--- src/hdl/pcb_defines.vh ---
// register offsets, reset values and field positions of the port and power configuration bank
`ifndef PCB_DEFINES_VH
`define PCB_DEFINES_VH
// byte addresses are four times the register index
`define PCB_IDX_PA_DIR      4'h5
`define PCB_IDX_PB_DIR      4'h6
`define PCB_IDX_PA_PULL     4'h9
`define PCB_IDX_PS0_CNT     4'hA
`define PCB_IDX_PB_OD       4'hC
`define PCB_IDX_CMP_SEL     4'hE
`define PCB_IDX_POWER_CONTROL_ONE       4'hF
`define PCB_IDX_T0_MODE     4'h0
`define PCB_IDX_CMP_ROUTE   4'h1
`define PCB_RST_PA_DIR      8'hFF
`define PCB_RST_PB_DIR      6'h3F
`define PCB_RST_PA_PULL     8'hFF
`define PCB_RST_PB_OD       6'h00
`define PCB_RST_CMP_SEL     8'h00
`define PCB_RST_LVD_LEVEL   3'h7
`define PCB_RST_T0_RUN      1'b1
`define PCB_RST_T0_MODE     8'h30
`define PCB_BIT_GIE         7
`define PCB_BIT_LVD         6
`define PCB_BIT_GP_HIGH     5
`define PCB_BIT_GP_LOW      1
`define PCB_BIT_LVL_HI      4
`define PCB_BIT_LVL_LO      2
`define PCB_BIT_T0_RUN      0
`define PCB_BIT_T0_LOWOSC   7
`define PCB_BIT_T0_SRC      5
`define PCB_BIT_T0_EDGE     4
// comparator input codes: 0-7 port A pin, 8-13 port B pin 0-5, 14 ground, 15 reference
`define PCB_CMP_GND         4'hE
`define PCB_CMP_REF         4'hF
`endif

--- src/hdl/pcb_bank.v ---
// port, comparator and power configuration register bank with timer0 clock mux
//
// Overview of operation
// - timer0 source select 0 takes the instruction cycle clock regardless of low osc select.
// - source 1 with low osc select 0 counts transitions on the external count pin.
// - source 1 with low osc select 1 counts the low-frequency oscillator instead.
// - edge select applies equally to the oscillator source and the pin source.
// - edge select 1 counts falling transitions, 0 counts rising transitions.
// - port A direction bits: 1 makes the pin an input, 0 an output.
// - port B direction bits 0-5 likewise; bits 7 and 6 unimplemented.
// - active-low pull-up enables for port A pins 0-4, 6 and 7.
// - bit 5 of port A pull control is an active-low pull-down enable.
// - prescaler0 count register reads the live counter, read-only.
// - port B open-drain bits: 1 open-drain, 0 push-pull; reset to 0.
// - comparator is pad-pair mode when reference select is zero, else pad-ref mode.
// - reference select n routes n sixteenths of supply to the inverting input.
// - pad-ref mode pad select picks non-inverting pad, code 0101 gives ground.
// - pad-pair mode pad select picks both inputs from sixteen pad pairs.
// - three-bit detector level select, reset 111.
// - bit 6 of power control one shows detector output; writes ignored.
// - global irq enable 1 allows enabled interrupts, 0 blocks all; reset 0.
// - global irq enable set and cleared by instructions, readable by io read.
// - power control bits 5 and 1 are plain storage, reset 0.
`timescale 1ns/10ps
`include "pcb_defines.vh"

module pcb_bank
(
  hclk,
  hresetn,
  hsel,
  haddr,
  htrans,
  hwrite,
  hsize,
  hwdata,
  hready,
  hrdata,
  hreadyout,
  hresp,
  ps0_count,
  lvd_in,
  enable_irq_instr,
  disable_irq_instr,
  irq_req,
  instr_cycle_clock,
  external_count_input,
  low_osc_in,
  port_a_dir,
  port_b_dir,
  port_a_pullup_n,
  pin5_pulldown_n,
  port_b_od,
  cmp_pad_pair_mode,
  cmp_ref_level,
  cmp_pos_sel,
  cmp_neg_sel,
  lvd_level_select,
  timer0_run,
  timer0_tick,
  irq_out
);
  input  wire        hclk;
  input  wire        hresetn;
  input  wire        hsel;
  input  wire [31:0] haddr;
  input  wire [1:0]  htrans;
  input  wire        hwrite;
  input  wire [2:0]  hsize;
  input  wire [31:0] hwdata;
  input  wire        hready;
  output reg  [31:0] hrdata;
  output reg         hreadyout;
  output reg         hresp;
  input  wire [7:0]  ps0_count;
  input  wire        lvd_in;
  input  wire        enable_irq_instr;
  input  wire        disable_irq_instr;
  input  wire        irq_req;
  input  wire        instr_cycle_clock;
  input  wire        external_count_input;
  input  wire        low_osc_in;
  output reg  [7:0]  port_a_dir;
  output reg  [5:0]  port_b_dir;
  output reg  [7:0]  port_a_pullup_n;
  output reg         pin5_pulldown_n;
  output reg  [5:0]  port_b_od;
  output reg         cmp_pad_pair_mode;
  output reg  [3:0]  cmp_ref_level;
  output reg  [3:0]  cmp_pos_sel;
  output reg  [3:0]  cmp_neg_sel;
  output reg  [2:0]  lvd_level_select;
  output reg         timer0_run;
  output reg         timer0_tick;
  output reg         irq_out;

  // ------------------------------------------------------------------
  // input synchronisers
  // ------------------------------------------------------------------
  reg  [2:0] sync1_r;
  reg  [2:0] sync2_r;
  reg        ext_prev_r;
  reg        inst_prev_r;
  reg        lvd_flag_r;

  always @(posedge hclk or negedge hresetn)
  begin
    if (!hresetn)
    begin
      sync1_r     <= 3'h0;
      sync2_r     <= 3'h0;
      lvd_flag_r  <= 1'b0;
    end
    else
    begin
      sync1_r     <= {lvd_in, low_osc_in, external_count_input};
      sync2_r     <= sync1_r;
      lvd_flag_r  <= sync2_r[2];
    end
  end

  // ------------------------------------------------------------------
  // registers
  // ------------------------------------------------------------------
  reg  [7:0] pa_dir_r;
  reg  [5:0] pb_dir_r;
  reg  [7:0] pa_pull_r;
  reg  [5:0] pb_od_r;
  reg  [7:0] cmp_sel_r;
  reg        gie_r;
  reg        gp_high_r;
  reg  [2:0] lvd_lvl_r;
  reg        gp_low_r;
  reg        t0_run_r;
  reg  [7:0] t0_mode_r;

  // address phase capture
  reg         wr_pend_r;
  reg  [3:0]  wr_idx_r;
  reg  [31:0] rd_nxt;
  wire        take;
  wire        rd_take;
  wire [3:0]  a_idx;
  wire        a_ok;

  assign take    = hsel & htrans[1] & hready;
  assign rd_take = take & ~hwrite;
  assign a_idx   = haddr[5:2];
  assign a_ok    = (haddr[31:6] == 26'h0);

  // external-type source: pin or low oscillator
  wire sel_src;
  assign sel_src = t0_mode_r[`PCB_BIT_T0_LOWOSC] ? sync2_r[1] : sync2_r[0];

  // ------------------------------------------------------------------
  // bus address phase and response
  // ------------------------------------------------------------------
  always @(posedge hclk or negedge hresetn)
  begin
    if (!hresetn)
    begin
      wr_pend_r <= 1'b0;
      wr_idx_r  <= 4'h0;
      hreadyout <= 1'b1;
      hresp     <= 1'b0;
    end
    else
    begin
      wr_pend_r <= take & hwrite & a_ok;
      wr_idx_r  <= a_idx;
      hreadyout <= 1'b1;
      hresp     <= 1'b0;
    end
  end

  // ------------------------------------------------------------------
  // global interrupt enable
  // ------------------------------------------------------------------
  always @(posedge hclk or negedge hresetn)
  begin
    if (!hresetn)
      gie_r <= 1'b0;
    else if (enable_irq_instr)
      gie_r <= 1'b1;
    else if (disable_irq_instr)
      gie_r <= 1'b0;
    else if (wr_pend_r && (wr_idx_r == `PCB_IDX_POWER_CONTROL_ONE))
      gie_r <= hwdata[`PCB_BIT_GIE];
  end

  // ------------------------------------------------------------------
  // register writes
  // ------------------------------------------------------------------
  always @(posedge hclk or negedge hresetn)
  begin
    if (!hresetn)
    begin
      pa_dir_r  <= `PCB_RST_PA_DIR;
      pb_dir_r  <= `PCB_RST_PB_DIR;
      pa_pull_r <= `PCB_RST_PA_PULL;
      pb_od_r   <= `PCB_RST_PB_OD;
      cmp_sel_r <= `PCB_RST_CMP_SEL;
      gp_high_r <= 1'b0;
      lvd_lvl_r <= `PCB_RST_LVD_LEVEL;
      gp_low_r  <= 1'b0;
      t0_run_r  <= `PCB_RST_T0_RUN;
      t0_mode_r <= `PCB_RST_T0_MODE;
    end
    else if (wr_pend_r)
    begin
      case (wr_idx_r)
        `PCB_IDX_PA_DIR:  pa_dir_r  <= hwdata[7:0];
        `PCB_IDX_PB_DIR:  pb_dir_r  <= hwdata[5:0];
        `PCB_IDX_PA_PULL: pa_pull_r <= hwdata[7:0];
        `PCB_IDX_PB_OD:   pb_od_r   <= hwdata[5:0];
        `PCB_IDX_CMP_SEL: cmp_sel_r <= hwdata[7:0];
        `PCB_IDX_T0_MODE: t0_mode_r <= hwdata[7:0];
        `PCB_IDX_POWER_CONTROL_ONE:
        begin
          gp_high_r <= hwdata[`PCB_BIT_GP_HIGH];
          lvd_lvl_r <= hwdata[`PCB_BIT_LVL_HI:`PCB_BIT_LVL_LO];
          gp_low_r  <= hwdata[`PCB_BIT_GP_LOW];
          t0_run_r  <= hwdata[`PCB_BIT_T0_RUN];
        end
        default:          t0_run_r  <= t0_run_r;
      endcase
    end
  end

  // ------------------------------------------------------------------
  // read data
  // ------------------------------------------------------------------
  always @*
  begin
    rd_nxt = 32'h0;
    if (a_ok)
    begin
      case (a_idx)
        `PCB_IDX_PA_DIR:  rd_nxt = {24'h0, pa_dir_r};
        `PCB_IDX_PB_DIR:  rd_nxt = {26'h0, pb_dir_r};
        `PCB_IDX_PA_PULL: rd_nxt = {24'h0, pa_pull_r};
        `PCB_IDX_PS0_CNT: rd_nxt = {24'h0, ps0_count};
        `PCB_IDX_PB_OD:   rd_nxt = {26'h0, pb_od_r};
        `PCB_IDX_CMP_SEL: rd_nxt = {24'h0, cmp_sel_r};
        `PCB_IDX_T0_MODE: rd_nxt = {24'h0, t0_mode_r};
        `PCB_IDX_CMP_ROUTE:
          rd_nxt = {20'h0, cmp_pos_sel, cmp_neg_sel, 3'h0, cmp_pad_pair_mode};
        `PCB_IDX_POWER_CONTROL_ONE:
          rd_nxt = {24'h0, gie_r, lvd_flag_r, gp_high_r, lvd_lvl_r, gp_low_r,
                    t0_run_r};
        default:          rd_nxt = 32'h0;
      endcase
    end
  end

  always @(posedge hclk or negedge hresetn)
  begin
    if (!hresetn)
      hrdata <= 32'h0;
    else if (rd_take)
      hrdata <= rd_nxt;
  end

  // ------------------------------------------------------------------
  // comparator routing
  // ------------------------------------------------------------------
  reg  [3:0] pos_nxt;
  reg  [3:0] neg_nxt;
  wire       pair_mode;
  assign pair_mode = (cmp_sel_r[3:0] == 4'h0);

  always @*
  begin
    pos_nxt = `PCB_CMP_GND;
    neg_nxt = `PCB_CMP_REF;
    if (!pair_mode)
    begin
      case (cmp_sel_r[7:4])
        4'h5:    pos_nxt = `PCB_CMP_GND;
        4'hE:    pos_nxt = `PCB_CMP_GND;
        4'hF:    pos_nxt = `PCB_CMP_GND;
        default: pos_nxt = cmp_sel_r[7:4];
      endcase
    end
    else
    begin
      case (cmp_sel_r[7:4])
        4'h0:    begin pos_nxt = 4'h0; neg_nxt = 4'h1; end
        4'h1:    begin pos_nxt = 4'h1; neg_nxt = 4'h0; end
        4'h2:    begin pos_nxt = 4'h2; neg_nxt = 4'h3; end
        4'h3:    begin pos_nxt = 4'h3; neg_nxt = 4'h2; end
        4'h4:    begin pos_nxt = 4'h0; neg_nxt = 4'hB; end
        4'h5:    begin pos_nxt = 4'h1; neg_nxt = 4'hA; end
        4'h6:    begin pos_nxt = 4'h2; neg_nxt = 4'hD; end
        4'h7:    begin pos_nxt = 4'h3; neg_nxt = 4'hC; end
        4'h8:    begin pos_nxt = 4'hA; neg_nxt = 4'h1; end
        4'h9:    begin pos_nxt = 4'hB; neg_nxt = 4'h0; end
        4'hA:    begin pos_nxt = 4'hC; neg_nxt = 4'h3; end
        4'hB:    begin pos_nxt = 4'hD; neg_nxt = 4'h2; end
        4'hC:    begin pos_nxt = 4'hA; neg_nxt = 4'hB; end
        4'hD:    begin pos_nxt = 4'hB; neg_nxt = 4'hA; end
        4'hE:    begin pos_nxt = 4'hC; neg_nxt = 4'hD; end
        default: begin pos_nxt = 4'hD; neg_nxt = 4'hC; end
      endcase
    end
  end

  // ------------------------------------------------------------------
  // timer0 clock mux and output registers
  // ------------------------------------------------------------------
  always @(posedge hclk or negedge hresetn)
  begin
    if (!hresetn)
    begin
      ext_prev_r  <= 1'b0;
      inst_prev_r <= 1'b0;
    end
    else
    begin
      ext_prev_r  <= sel_src;
      inst_prev_r <= instr_cycle_clock;
    end
  end

  reg tick_nxt;
  always @*
  begin
    if (!t0_mode_r[`PCB_BIT_T0_SRC])
      tick_nxt = instr_cycle_clock & ~inst_prev_r;
    else if (t0_mode_r[`PCB_BIT_T0_EDGE])
      tick_nxt = ~sel_src & ext_prev_r;
    else
      tick_nxt = sel_src & ~ext_prev_r;
  end

  always @(posedge hclk or negedge hresetn)
  begin
    if (!hresetn)
    begin
      port_a_dir        <= `PCB_RST_PA_DIR;
      port_b_dir        <= `PCB_RST_PB_DIR;
      port_a_pullup_n   <= `PCB_RST_PA_PULL;
      pin5_pulldown_n   <= 1'b1;
      port_b_od         <= `PCB_RST_PB_OD;
    end
    else
    begin
      port_a_dir        <= pa_dir_r;
      port_b_dir        <= pb_dir_r;
      port_a_pullup_n   <= {pa_pull_r[7:6], 1'b1, pa_pull_r[4:0]};
      pin5_pulldown_n   <= pa_pull_r[5];
      port_b_od         <= pb_od_r;
    end
  end

  // ------------------------------------------------------------------
  // comparator, detector, timer and interrupt outputs
  // ------------------------------------------------------------------
  always @(posedge hclk or negedge hresetn)
  begin
    if (!hresetn)
    begin
      cmp_pad_pair_mode <= 1'b1;
      cmp_ref_level     <= 4'h0;
      cmp_pos_sel       <= 4'h0;
      cmp_neg_sel       <= 4'h1;
      lvd_level_select  <= `PCB_RST_LVD_LEVEL;
      timer0_run        <= `PCB_RST_T0_RUN;
      timer0_tick       <= 1'b0;
      irq_out           <= 1'b0;
    end
    else
    begin
      cmp_pad_pair_mode <= pair_mode;
      cmp_ref_level     <= cmp_sel_r[3:0];
      cmp_pos_sel       <= pos_nxt;
      cmp_neg_sel       <= neg_nxt;
      lvd_level_select  <= lvd_lvl_r;
      timer0_run        <= t0_run_r;
      timer0_tick       <= tick_nxt;
      irq_out           <= irq_req & gie_r;
    end
  end
endmodule // pcb_bank

--- config.mk ---
export PLATFORM = sky130hd
export DESIGN_NAME = pcb_bank
export DESIGN_NICKNAME = d
export VERILOG_FILES = /design/src/hdl/pcb_bank.v
export VERILOG_INCLUDE_DIRS = /design/src /design/src/hdl
export SDC_FILE = /design/constraint.sdc
export NUM_CORES = 1
export LEC_CHECK = 0
export BUFFER_PORTS_ARGS = -buffer_cell sky130_fd_sc_hd__buf_4
export CAP_MARGIN = 20
export CORE_MARGIN = 2
export CORE_UTILIZATION = 48
export CTS_CLUSTER_DIAMETER = 120
export DETAILED_ROUTE_END_ITERATION = 7
export PLACE_DENSITY = 0.77
export SYNTH_ARGS = -nofsm -noshare
export SYNTH_HDL_FRONTEND = slang
export SYNTH_SLANG_ARGS = --single-unit
--- constraint.sdc ---
create_clock -name hclk -period 1.8 [get_ports hclk]
set_clock_uncertainty 0.1 [all_clocks]
set_input_delay 0.18 -clock hclk [delete_from_list [all_inputs] [get_ports hclk]]
set_output_delay 0.18 -clock hclk [all_outputs]
set_load 0.01 [all_outputs]
-- Yosys cells after proc, flatten, opt, wreduce, memory -nomap -nowiden
Memories as Yosys holds them, arrays and structs flattened.
Cells that the tools add are included.
- equality and inequality tests: 17
- multiplexer cells: 11
- bitwise gates (word level): 13
- reduce and logical (&&, ||, !) cells: 14
- operator list (cell ; count):
    one-hot mux 12 bit (9 select lines) ; 1
    == test 4 bit (second input constant) ; 11
    zero test 26 bit ; 1
    == test 4 x 3 -> 1 bit (second input constant) ; 5
    AND reduction 2 bit ; 7
    zero test 4 bit ; 3
    two-way mux 12 bit ; 1
    two-way mux 4 bit ; 3
    AND 1 bit ; 9
    two-way mux 1 bit ; 6
    == test 4 x 1 -> 1 bit (second input constant) ; 1
    inverter 1 bit ; 4
    nonzero test 3 bit ; 1
    OR reduction 3 bit ; 1
    logical AND 1 bit ; 1
- bits in registers: 144
- ROM bits: 128
- input port bits: 89
- output and inout bits: 82
- logic and storage cells: 88
- memories: 1
- memory list (memory ; words ; width ; rd ports ; clocked after Yosys merged registers in ; wr ports ; line ; source):
    (no name shown) ; 16 ; 8 ; 1 ; 0 ; 0 ; pcb_bank.v:287 ; case (cmp_sel_r[7:4])

-- Longest topological paths before layout
Gate-level depths: netlist of run 1.
- depth in word-level cells: 5
- gate-level depth with buffers: 7
- gate-level depth less buffers: 5

-- Worst setup path before layout of run 1
No wires, ideal clock.
- kind: input-to-reg
- from: in haddr[5]
- to: reg hrdata[10]
- library setup time: 0.076 ns
- arrival time: 1.611 ns
- required time: 1.624 ns
- path slack: 0.012 ns
- cell stages on the path: 7
- path buffers: 2
- cells stage by stage: buf_6 nand2_2 a211o_1 a211o_1 buf_6 or4_4 o21ai_1
- word-level cells in the longest chain between the ends: 3
- elaborated cells between the ends (all ways): 11
- classes of those cells: eq/ne: 8; mux: 2; reduce/logical: 1
- ends and longest elaborated chain (what ; line ; source):
    start, declared ; pcb_bank.v:66 ; input wire [31:0] haddr;
    == test 4 bit, or another cell as far along ; pcb_bank.v:238 ; case (a_idx)
    one-hot mux 12 bit (9 select lines) (*) ; pcb_bank.v:238 ;
    two-way mux 12 bit (*) ; pcb_bank.v:236 ; if (a_ok)
    end signal, assigned ; pcb_bank.v:261 ; hrdata <= rd_nxt;
    end, declared ; pcb_bank.v:72 ; output reg [31:0] hrdata;
Mark *: on every way between the ends. The rest lies on a longest branch, timed or not.
A chain may end at the register's enable or synchronous reset.

-- Final worst setup path of run 1
- from: reg wr_idx_r[2]
- to: reg pa_pull_r[6]
- word-level cells in the longest chain between the ends: 2
- ends and longest elaborated chain (what ; line ; source):
    start, declared ; pcb_bank.v:139 ; reg [3:0] wr_idx_r;
    start signal, assigned ; pcb_bank.v:170 ; wr_idx_r <= a_idx;
    == test 4 bit ; pcb_bank.v:211 ; case (wr_idx_r)
    AND reduction 2 bit (no source line) ; - ;
    end signal, assigned ; pcb_bank.v:200 ; pa_pull_r <= `PCB_RST_PA_PULL;
    end signal, assigned ; pcb_bank.v:214 ; `PCB_IDX_PA_PULL: pa_pull_r <= hwdata[7:0];
    end, declared ; pcb_bank.v:127 ; reg [7:0] pa_pull_r;
No other way between the ends.

==> metrics.cfg, run 1 <==
[synth]
syn_inst = 388
yosys_warnings = 0
syn_area_um2 = 5070
synthFlopType = dfrtp_1
synthDistinctLibCells = 52
syn_area_per_cell_um2 = 13.1
synth-async-reset-ratio = 1.00
yosysSeqAreaShare = 0.626
synth_seq_cells = 124
synth_edf_count = 0

[grt]
grt_max_degree = 125
global_route.overflow_total = 0
grt_usage = 0.230
grt_pass1_wl_mm = 19.8
antenna_found_initial = 0
grt_pass1_vias = 3849

[timing]
finalHoldViolations = 0
relSlewSlack = 0.579
final.min_clock_period_ns = 1.73
period_share = 0.964
layout_setup_ws_ns = 0.0656
fmax_mhz = 577
worst_pin_slew_ns = 0.631
finalSetupTns_ns = 0
rsz0062_at_grt = no
setup_viol = 0
drv_slew = 0
whs_ns = 0.0370

[critical_path]
crit_chain = nand2b_1 -> nor3b_1 -> nand2_1 -> mux2_2
critPathLaunchType = register
criticalPathCategory = reg -> reg
reg2reg_depth = 4
r2r_slack_ns = 0.07
critPathMaxStageDelay_ns = 0.40
critPathSlowestCell = mux2_2
required_ns = 2.13
path_max_fanout = 8
crit_arrival_ns = 2.07
cp-end-kind = register

[clock_network]
cts.root.buffer_cell = clkbuf_8
cts_buffers = 17
clockBufferDepth = 2
clkLatencyLatePin_ns = 0.51
htree_levels = 4
path_clk_slew_ns = 0.06
clkSinkCount = 124
cts_tree = built
cts_setup_buffers = 0

[cells_and_area]
layout_commonest_cell = buf_4
most-common-layout-cells = buf_4, dfrtp_1, dfstp_2
drive_above_1_share = 0.504
area_growth_pct = 39.0
antenna_cells = 0
final_cells = 713
layout.nets = 655
fin_util = 0.686
fillCellCount = 735

[place]
dp_hpwl_mm = 8.67
io_buffer_count = 117
place_ws_ns = -0.345
gp_congestion = 0.890
post-place-cells = 658

[floorplanning]
num_rows = 37
core_area_um2 = 10300
ios = 171
start_util = 0.493
die_area_um2 = 11400
fp.dieW_um = 107
die_h_um = 107

[detailed_routing]
detail_route.wl_per_cell_um = 17.7
drtIter0Drc = 321
vias = 3780
first_pass_iters = 5
drt_wl_total_mm = 12.6
drc = 0
final_antenna_net_count = 0
routed_via_density = 5.30

[pwr]
ir_drop_mv = 0.564
power_density_nw_per_um2 = 946
power_leakage_nw = 3.24

[hold_path]
hold_class = in -> reg
worstHoldPathCells = 5

[job]
max_cap_violations = 0

[status]
status = complete, no violations

[repair_timing]
item	in CTS	in global routing
hold endpoints to repair	134	0
hold buffers	23	0
resized for setup	1	3
setup endpoints to repair	1	3
[worst paths after layout]
kind	from	end
setup / recovery	wr_idx_r[2]	pa_pull_r[6]
hold / removal	htrans[1]	hrdata[8]
setup reg to reg	wr_idx_r[2]	pa_pull_r[6]
hold reg to reg	sync1_r[1]	sync2_r[1]
max in group asynchronous	hresetn	cmp_neg_sel[3]
min in group asynchronous	hresetn	port_b_od[1]
[cells in the mapped netlist (3+ instances only)]
master,n,share of area
nand3_1,3,0.0030
a22o_1,3,0.0052
nand2_1,27,0.020
o21ai_0,8,0.0079
and3_1,3,0.0037
mux2i_1,9,0.018
nand2b_1,10,0.012
a22oi_1,16,0.024
buf_2,3,0.0030
a2111oi_0,4,0.0069
dfrtp_1,68,0.34
mux2_2,48,0.11
nor4_1,8,0.0099
inv_1,5,0.0037
dfstp_2,56,0.29
clkbuf_1,11,0.0081
and2_1,3,0.0037
buf_4,23,0.034
o21ai_1,4,0.0039
o32ai_1,5,0.0086
nor3_1,13,0.013
o31ai_1,7,0.010
nor2_1,14,0.010
[state kept, by name (all words and copies together), names as in the netlist, 7 cells and up]
register and cells:
port_a_dir 8, cmp_sel_r 8, pa_pull_r 8, hrdata 12, t0_mode_r 8, pa_dir_r 8, port_a_pullup_n 7
[logic make-up after synthesis]
group / synth area share
compound gates: 0.0901
other cells: 0.00148
fa+ha+maj: 0.00494
flops: 0.626
mux: 0.124
buf+inv: 0.0541
xor+xnor: 0.00346
simple gates: 0.0955
[through the flow]
| stage | area (µm²) | power, mW |
|---|---|---|
| floorplan | 5150 | 3.11 |
| global placement | 6220 | 3.35 |
| detailed placement | 6220 | 3.36 |
| CTS | 7040 | 6.71 |
| global route | 7050 | 6.89 |
| finish | 7050 | 6.67 |
[critical path, delay by kind of cell (launching register included)]
family / cells / cell delay (ns)
mux: 1 / 0.40
flops: 1 / 0.39
simple gates: 3 / 0.77
[power by group]
part	internal, mW	switching [mW]
clock	2.14	1.17
combinational	0.227	0.239
sequential	2.86	0.0309
total	5.23	1.44
[final cells by class]
| type | instances | area, µm² | share of cell area |
|---|---|---|---|
| Multi-Input combinational cell | 240 | 1710 | 0.243 |
| Inverter | 5 | 18.8 | 0.00266 |
| Tap cell | 136 | 170 | 0.0241 |
| Clock inverter | 11 | 145 | 0.0206 |
| Timing Repair Buffer | 176 | 1390 | 0.197 |
| Sequential cell | 124 | 3170 | 0.450 |
| Clock buffer | 21 | 439 | 0.0623 |
[routing by layer]
metal | vias to the layer above | share of wire | GRT usage | wire length, µm
met5 | - | 0 | 0 | 0
met2 | 165 | 0.50 | 0.379 | 6320
met3 | 14 | 0.073 | 0.0517 | 927
met4 | 0 | 0.013 | 0.0788 | 160
met1 | 1883 | 0.41 | 0.304 | 5200
li1 | 1718 | - | - | -
Power figures use the tool's default switching activity.
==> inputs of run 2 (changes only) <==
ABC_AREA = 1   (was unset)
==> run 2 against run 1 <==
Compared with the run above: sequential share of layout area is 0.77 points higher; final cell count is 18% higher; global-route usage is 1.8 points higher; critical path depth is 7 higher; area after synthesis is 1.1% higher; via count is 12% higher; non-clock buffer count is 22 lower; clock-buffer cell count stayed put; clock power is 5% higher; fmax is 5.7% higher.
==> metrics.cfg, run 2 <==
[floorplanning]
num_rows = 37  ; unchanged
die_h_um = 107  ; about the same
die_area_um2 = 11500  ; was 11,400 µm²
fp.dieW_um = 107  ; about the same
start_util = 0.496  ; was 0.493
core_area_um2 = 10300  ; about the same
ios = 171  ; unchanged

[critical_path]
required_ns = 2.11  ; was 2.13 ns
cp-end-kind = register  ; unchanged
criticalPathCategory = in -> reg  ; was reg -> reg
crit_chain = dlygate4sd3_1 -> buf_4 -> nand2_1 -> clkinvlp_4 -> buf_4 -> nand3_1 -> o21ai_0 -> inv_1 -> nand3_1 -> nand3_1 -> nand2_1  ; was nand2b_1 -> nor3b_1 -> nand2_1 -> mux2_2
path_common_cell = nand3_1
crit_arrival_ns = 1.95  ; was 2.07 ns
critPathMaxStageDelay_ns = 0.54  ; was 0.40 ns
critPathSlowestCell = dlygate4sd3_1  ; was mux2_2
critPathLaunchType = primary input  ; was register
path_max_fanout = 8  ; unchanged

[synth]
synth-async-reset-ratio = 1.00  ; unchanged
synthDistinctLibCells = 26  ; was 52
synth_seq_cells = 124  ; unchanged
syn_area_um2 = 5120  ; was 5070 µm²
synthFlopType = dfrtp_1  ; unchanged
yosys_warnings = 0  ; unchanged
synth_most_common_cell = nand2_1  ; was dfrtp_1
yosys.area.top_type = dfrtp_1  ; unchanged
yosys-top-cells-area = dfrtp_1, dfstp_2, nand2_1, nand3_1, o21ai_0  ; was dfrtp_1, dfstp_2, mux2_2, buf_4, a22oi_1
yosysSeqAreaShare = 0.619  ; was 0.626
yosys-top-cells-count = nand2_1, nand3_1, dfrtp_1  ; was dfrtp_1, dfstp_2, mux2_2
syn_inst = 540  ; was 388
synth_top_area_share = 0.332  ; was 0.336
syn_area_per_cell_um2 = 9.49  ; was 13.1 µm²
synth_edf_count = 0  ; unchanged

[timing]
relSlewSlack = 0.660  ; was 0.579
fmax_mhz = 610  ; was 577 MHz
setup_viol = 0  ; unchanged
finalHoldViolations = 0  ; unchanged
finalSetupTns_ns = 0  ; unchanged
rsz0062_at_grt = no  ; unchanged
layout_setup_ws_ns = 0.160  ; was 0.0656 ns
worst_pin_slew_ns = 0.508  ; was 0.631 ns
final.min_clock_period_ns = 1.64  ; was 1.73 ns
period_share = 0.911  ; was 0.964
drv_slew = 0  ; unchanged

[grt]
grt_usage = 0.248  ; was 0.230
antenna_found_initial = 0  ; unchanged
global_route.overflow_total = 0  ; unchanged
grt_pass1_vias = 4169  ; was 3,849
grt_pass1_wl_mm = 21.7  ; was 19.8 mm
grt_max_degree = 67  ; was 125

[place]
post-place-cells = 788  ; was 658
dp_hpwl_mm = 9.42  ; was 8.67 mm
io_buffer_count = 117  ; unchanged
gp_congestion = 0.896  ; was 0.890
place_ws_ns = 0.165  ; was -0.345 ns

[detailed_routing]
routed_via_density = 5.04  ; was 5.30
vias = 4246  ; was 3,780
drt_wl_total_mm = 13.6  ; was 12.6 mm
drtIter0Drc = 309  ; was 321
drc = 0  ; unchanged
first_pass_iters = 5  ; unchanged
detail_route.wl_per_cell_um = 16.2  ; was 17.7 µm
final_antenna_net_count = 0  ; unchanged

[cells_and_area]
top_register = hrdata  ; unchanged
largest_reg_flops = 12  ; unchanged
multi_input_area_um2 = 1590  ; was 1710 µm²
area_growth_pct = 35.2  ; was 39.0%
regArea_um2 = 3170  ; unchanged
layout_commonest_cell = nand2_1  ; was buf_4
most-common-layout-cells = nand2_1, buf_4, nand3_1  ; was buf_4, dfrtp_1, dfstp_2
fillCellCount = 783  ; was 735
layout.nets = 784  ; was 655
final_cells = 842  ; was 713
drive_above_1_share = 0.326  ; was 0.504
antenna_cells = 0  ; unchanged

[hold_path]
hold_class = in -> reg  ; unchanged

[clock_network]
path_clk_slew_ns = 0.06  ; about the same
clkSinkCount = 124  ; unchanged
clockBufferDepth = 2  ; unchanged
cts_buffers = 17  ; unchanged
htree_levels = 4  ; unchanged
clkLatencyLatePin_ns = 0.52  ; was 0.51 ns
cts_tree = built  ; unchanged
cts.root.buffer_cell = clkbuf_8  ; unchanged

[job]
max_cap_violations = 0  ; unchanged

[pwr]
ir_drop_mv = 0.537  ; was 0.564 mV
power_density_nw_per_um2 = 973  ; was 946 nW/µm²
power_leakage_nw = 3.56  ; was 3.24 nW

[status]
status = complete, no violations  ; unchanged

## run 2: cell families after synthesis
family / count (synthesis) / share of synthesized area
DFF: 124 / 0.619
other: 2 / 0.00147
buffers and inverters: 78 / 0.0867
and+or+nand+nor: 273 / 0.227
AOI/OAI and AO/OA: 61 / 0.0610
adders and majority gates: 2 / 0.00488
## run 2: worst paths after layout
check / start / endpoint / slack [ns] / depth (start not counted)
max in group asynchronous: hresetn / cmp_pad_pair_mode / 1.15 / 3
min in group asynchronous: hresetn / pb_od_r[1] / 0.12 / 3
hold / removal: hwdata[5] / cmp_sel_r[5] / 0.01 / 3
setup / recovery: haddr[4] / hrdata[4] / 0.16 / 11
setup reg to reg: wr_idx_r[2] / pa_dir_r[4] / 0.19 / 4
hold reg to reg: sync2_r[2] / lvd_flag_r / 0.25 / 0
## run 2: critical path: cells and delay by family
family                 cells  cell delay (ns)
AO/OA/AOI/OAI              1             0.11
AND/OR/NAND/NOR            5             0.54
buffers and inverters      5             1.11
## run 2: cell type report
type | instances | share of cell area
clock buffers | 21 | 0.0710
clock inverters | 11 | 0.0184
inverters | 37 | 0.0206
multi-input cells | 359 | 0.230
flip-flops and latches | 124 | 0.458
well taps | 136 | 0.0246
repair buffers | 154 | 0.178
## run 2: what timing repair did
action                     in CTS  in global routing
setup endpoints to repair       0                  4
buffers inserted                0                  2
gates resized for setup         0                  2
hold endpoints to repair      160                  0
hold buffers                   20                  0
## run 2: layer usage
layer / vias to the layer above / wire length, µm / GRT usage
met5: - / 0 / 0
li1: 2002 / - / -
met1: 2040 / 5710 / 0.328
met4: 0 / 302 / 0.0870
met3: 25 / 704 / 0.0557
met2: 179 / 6930 / 0.405
## run 2: per-stage QoR
stage,total power [mW],utilization,hold WS [ns],instance area [µm²]
finish,6.74,0.671,0.0110,6930
detailed placement,3.25,0.589,0.126,6080
global route,6.93,0.671,0.0469,6930
CTS,6.76,0.669,0.00819,6900
floorplan,3.06,-,-0.216,5200
global placement,3.24,0.589,0.118,6080
## run 2: power breakdown
part	switching, mW	total, mW	internal [mW]
clock	1.27	3.49	2.22
sequential	0.0118	2.83	2.81
combinational	0.246	0.423	0.177
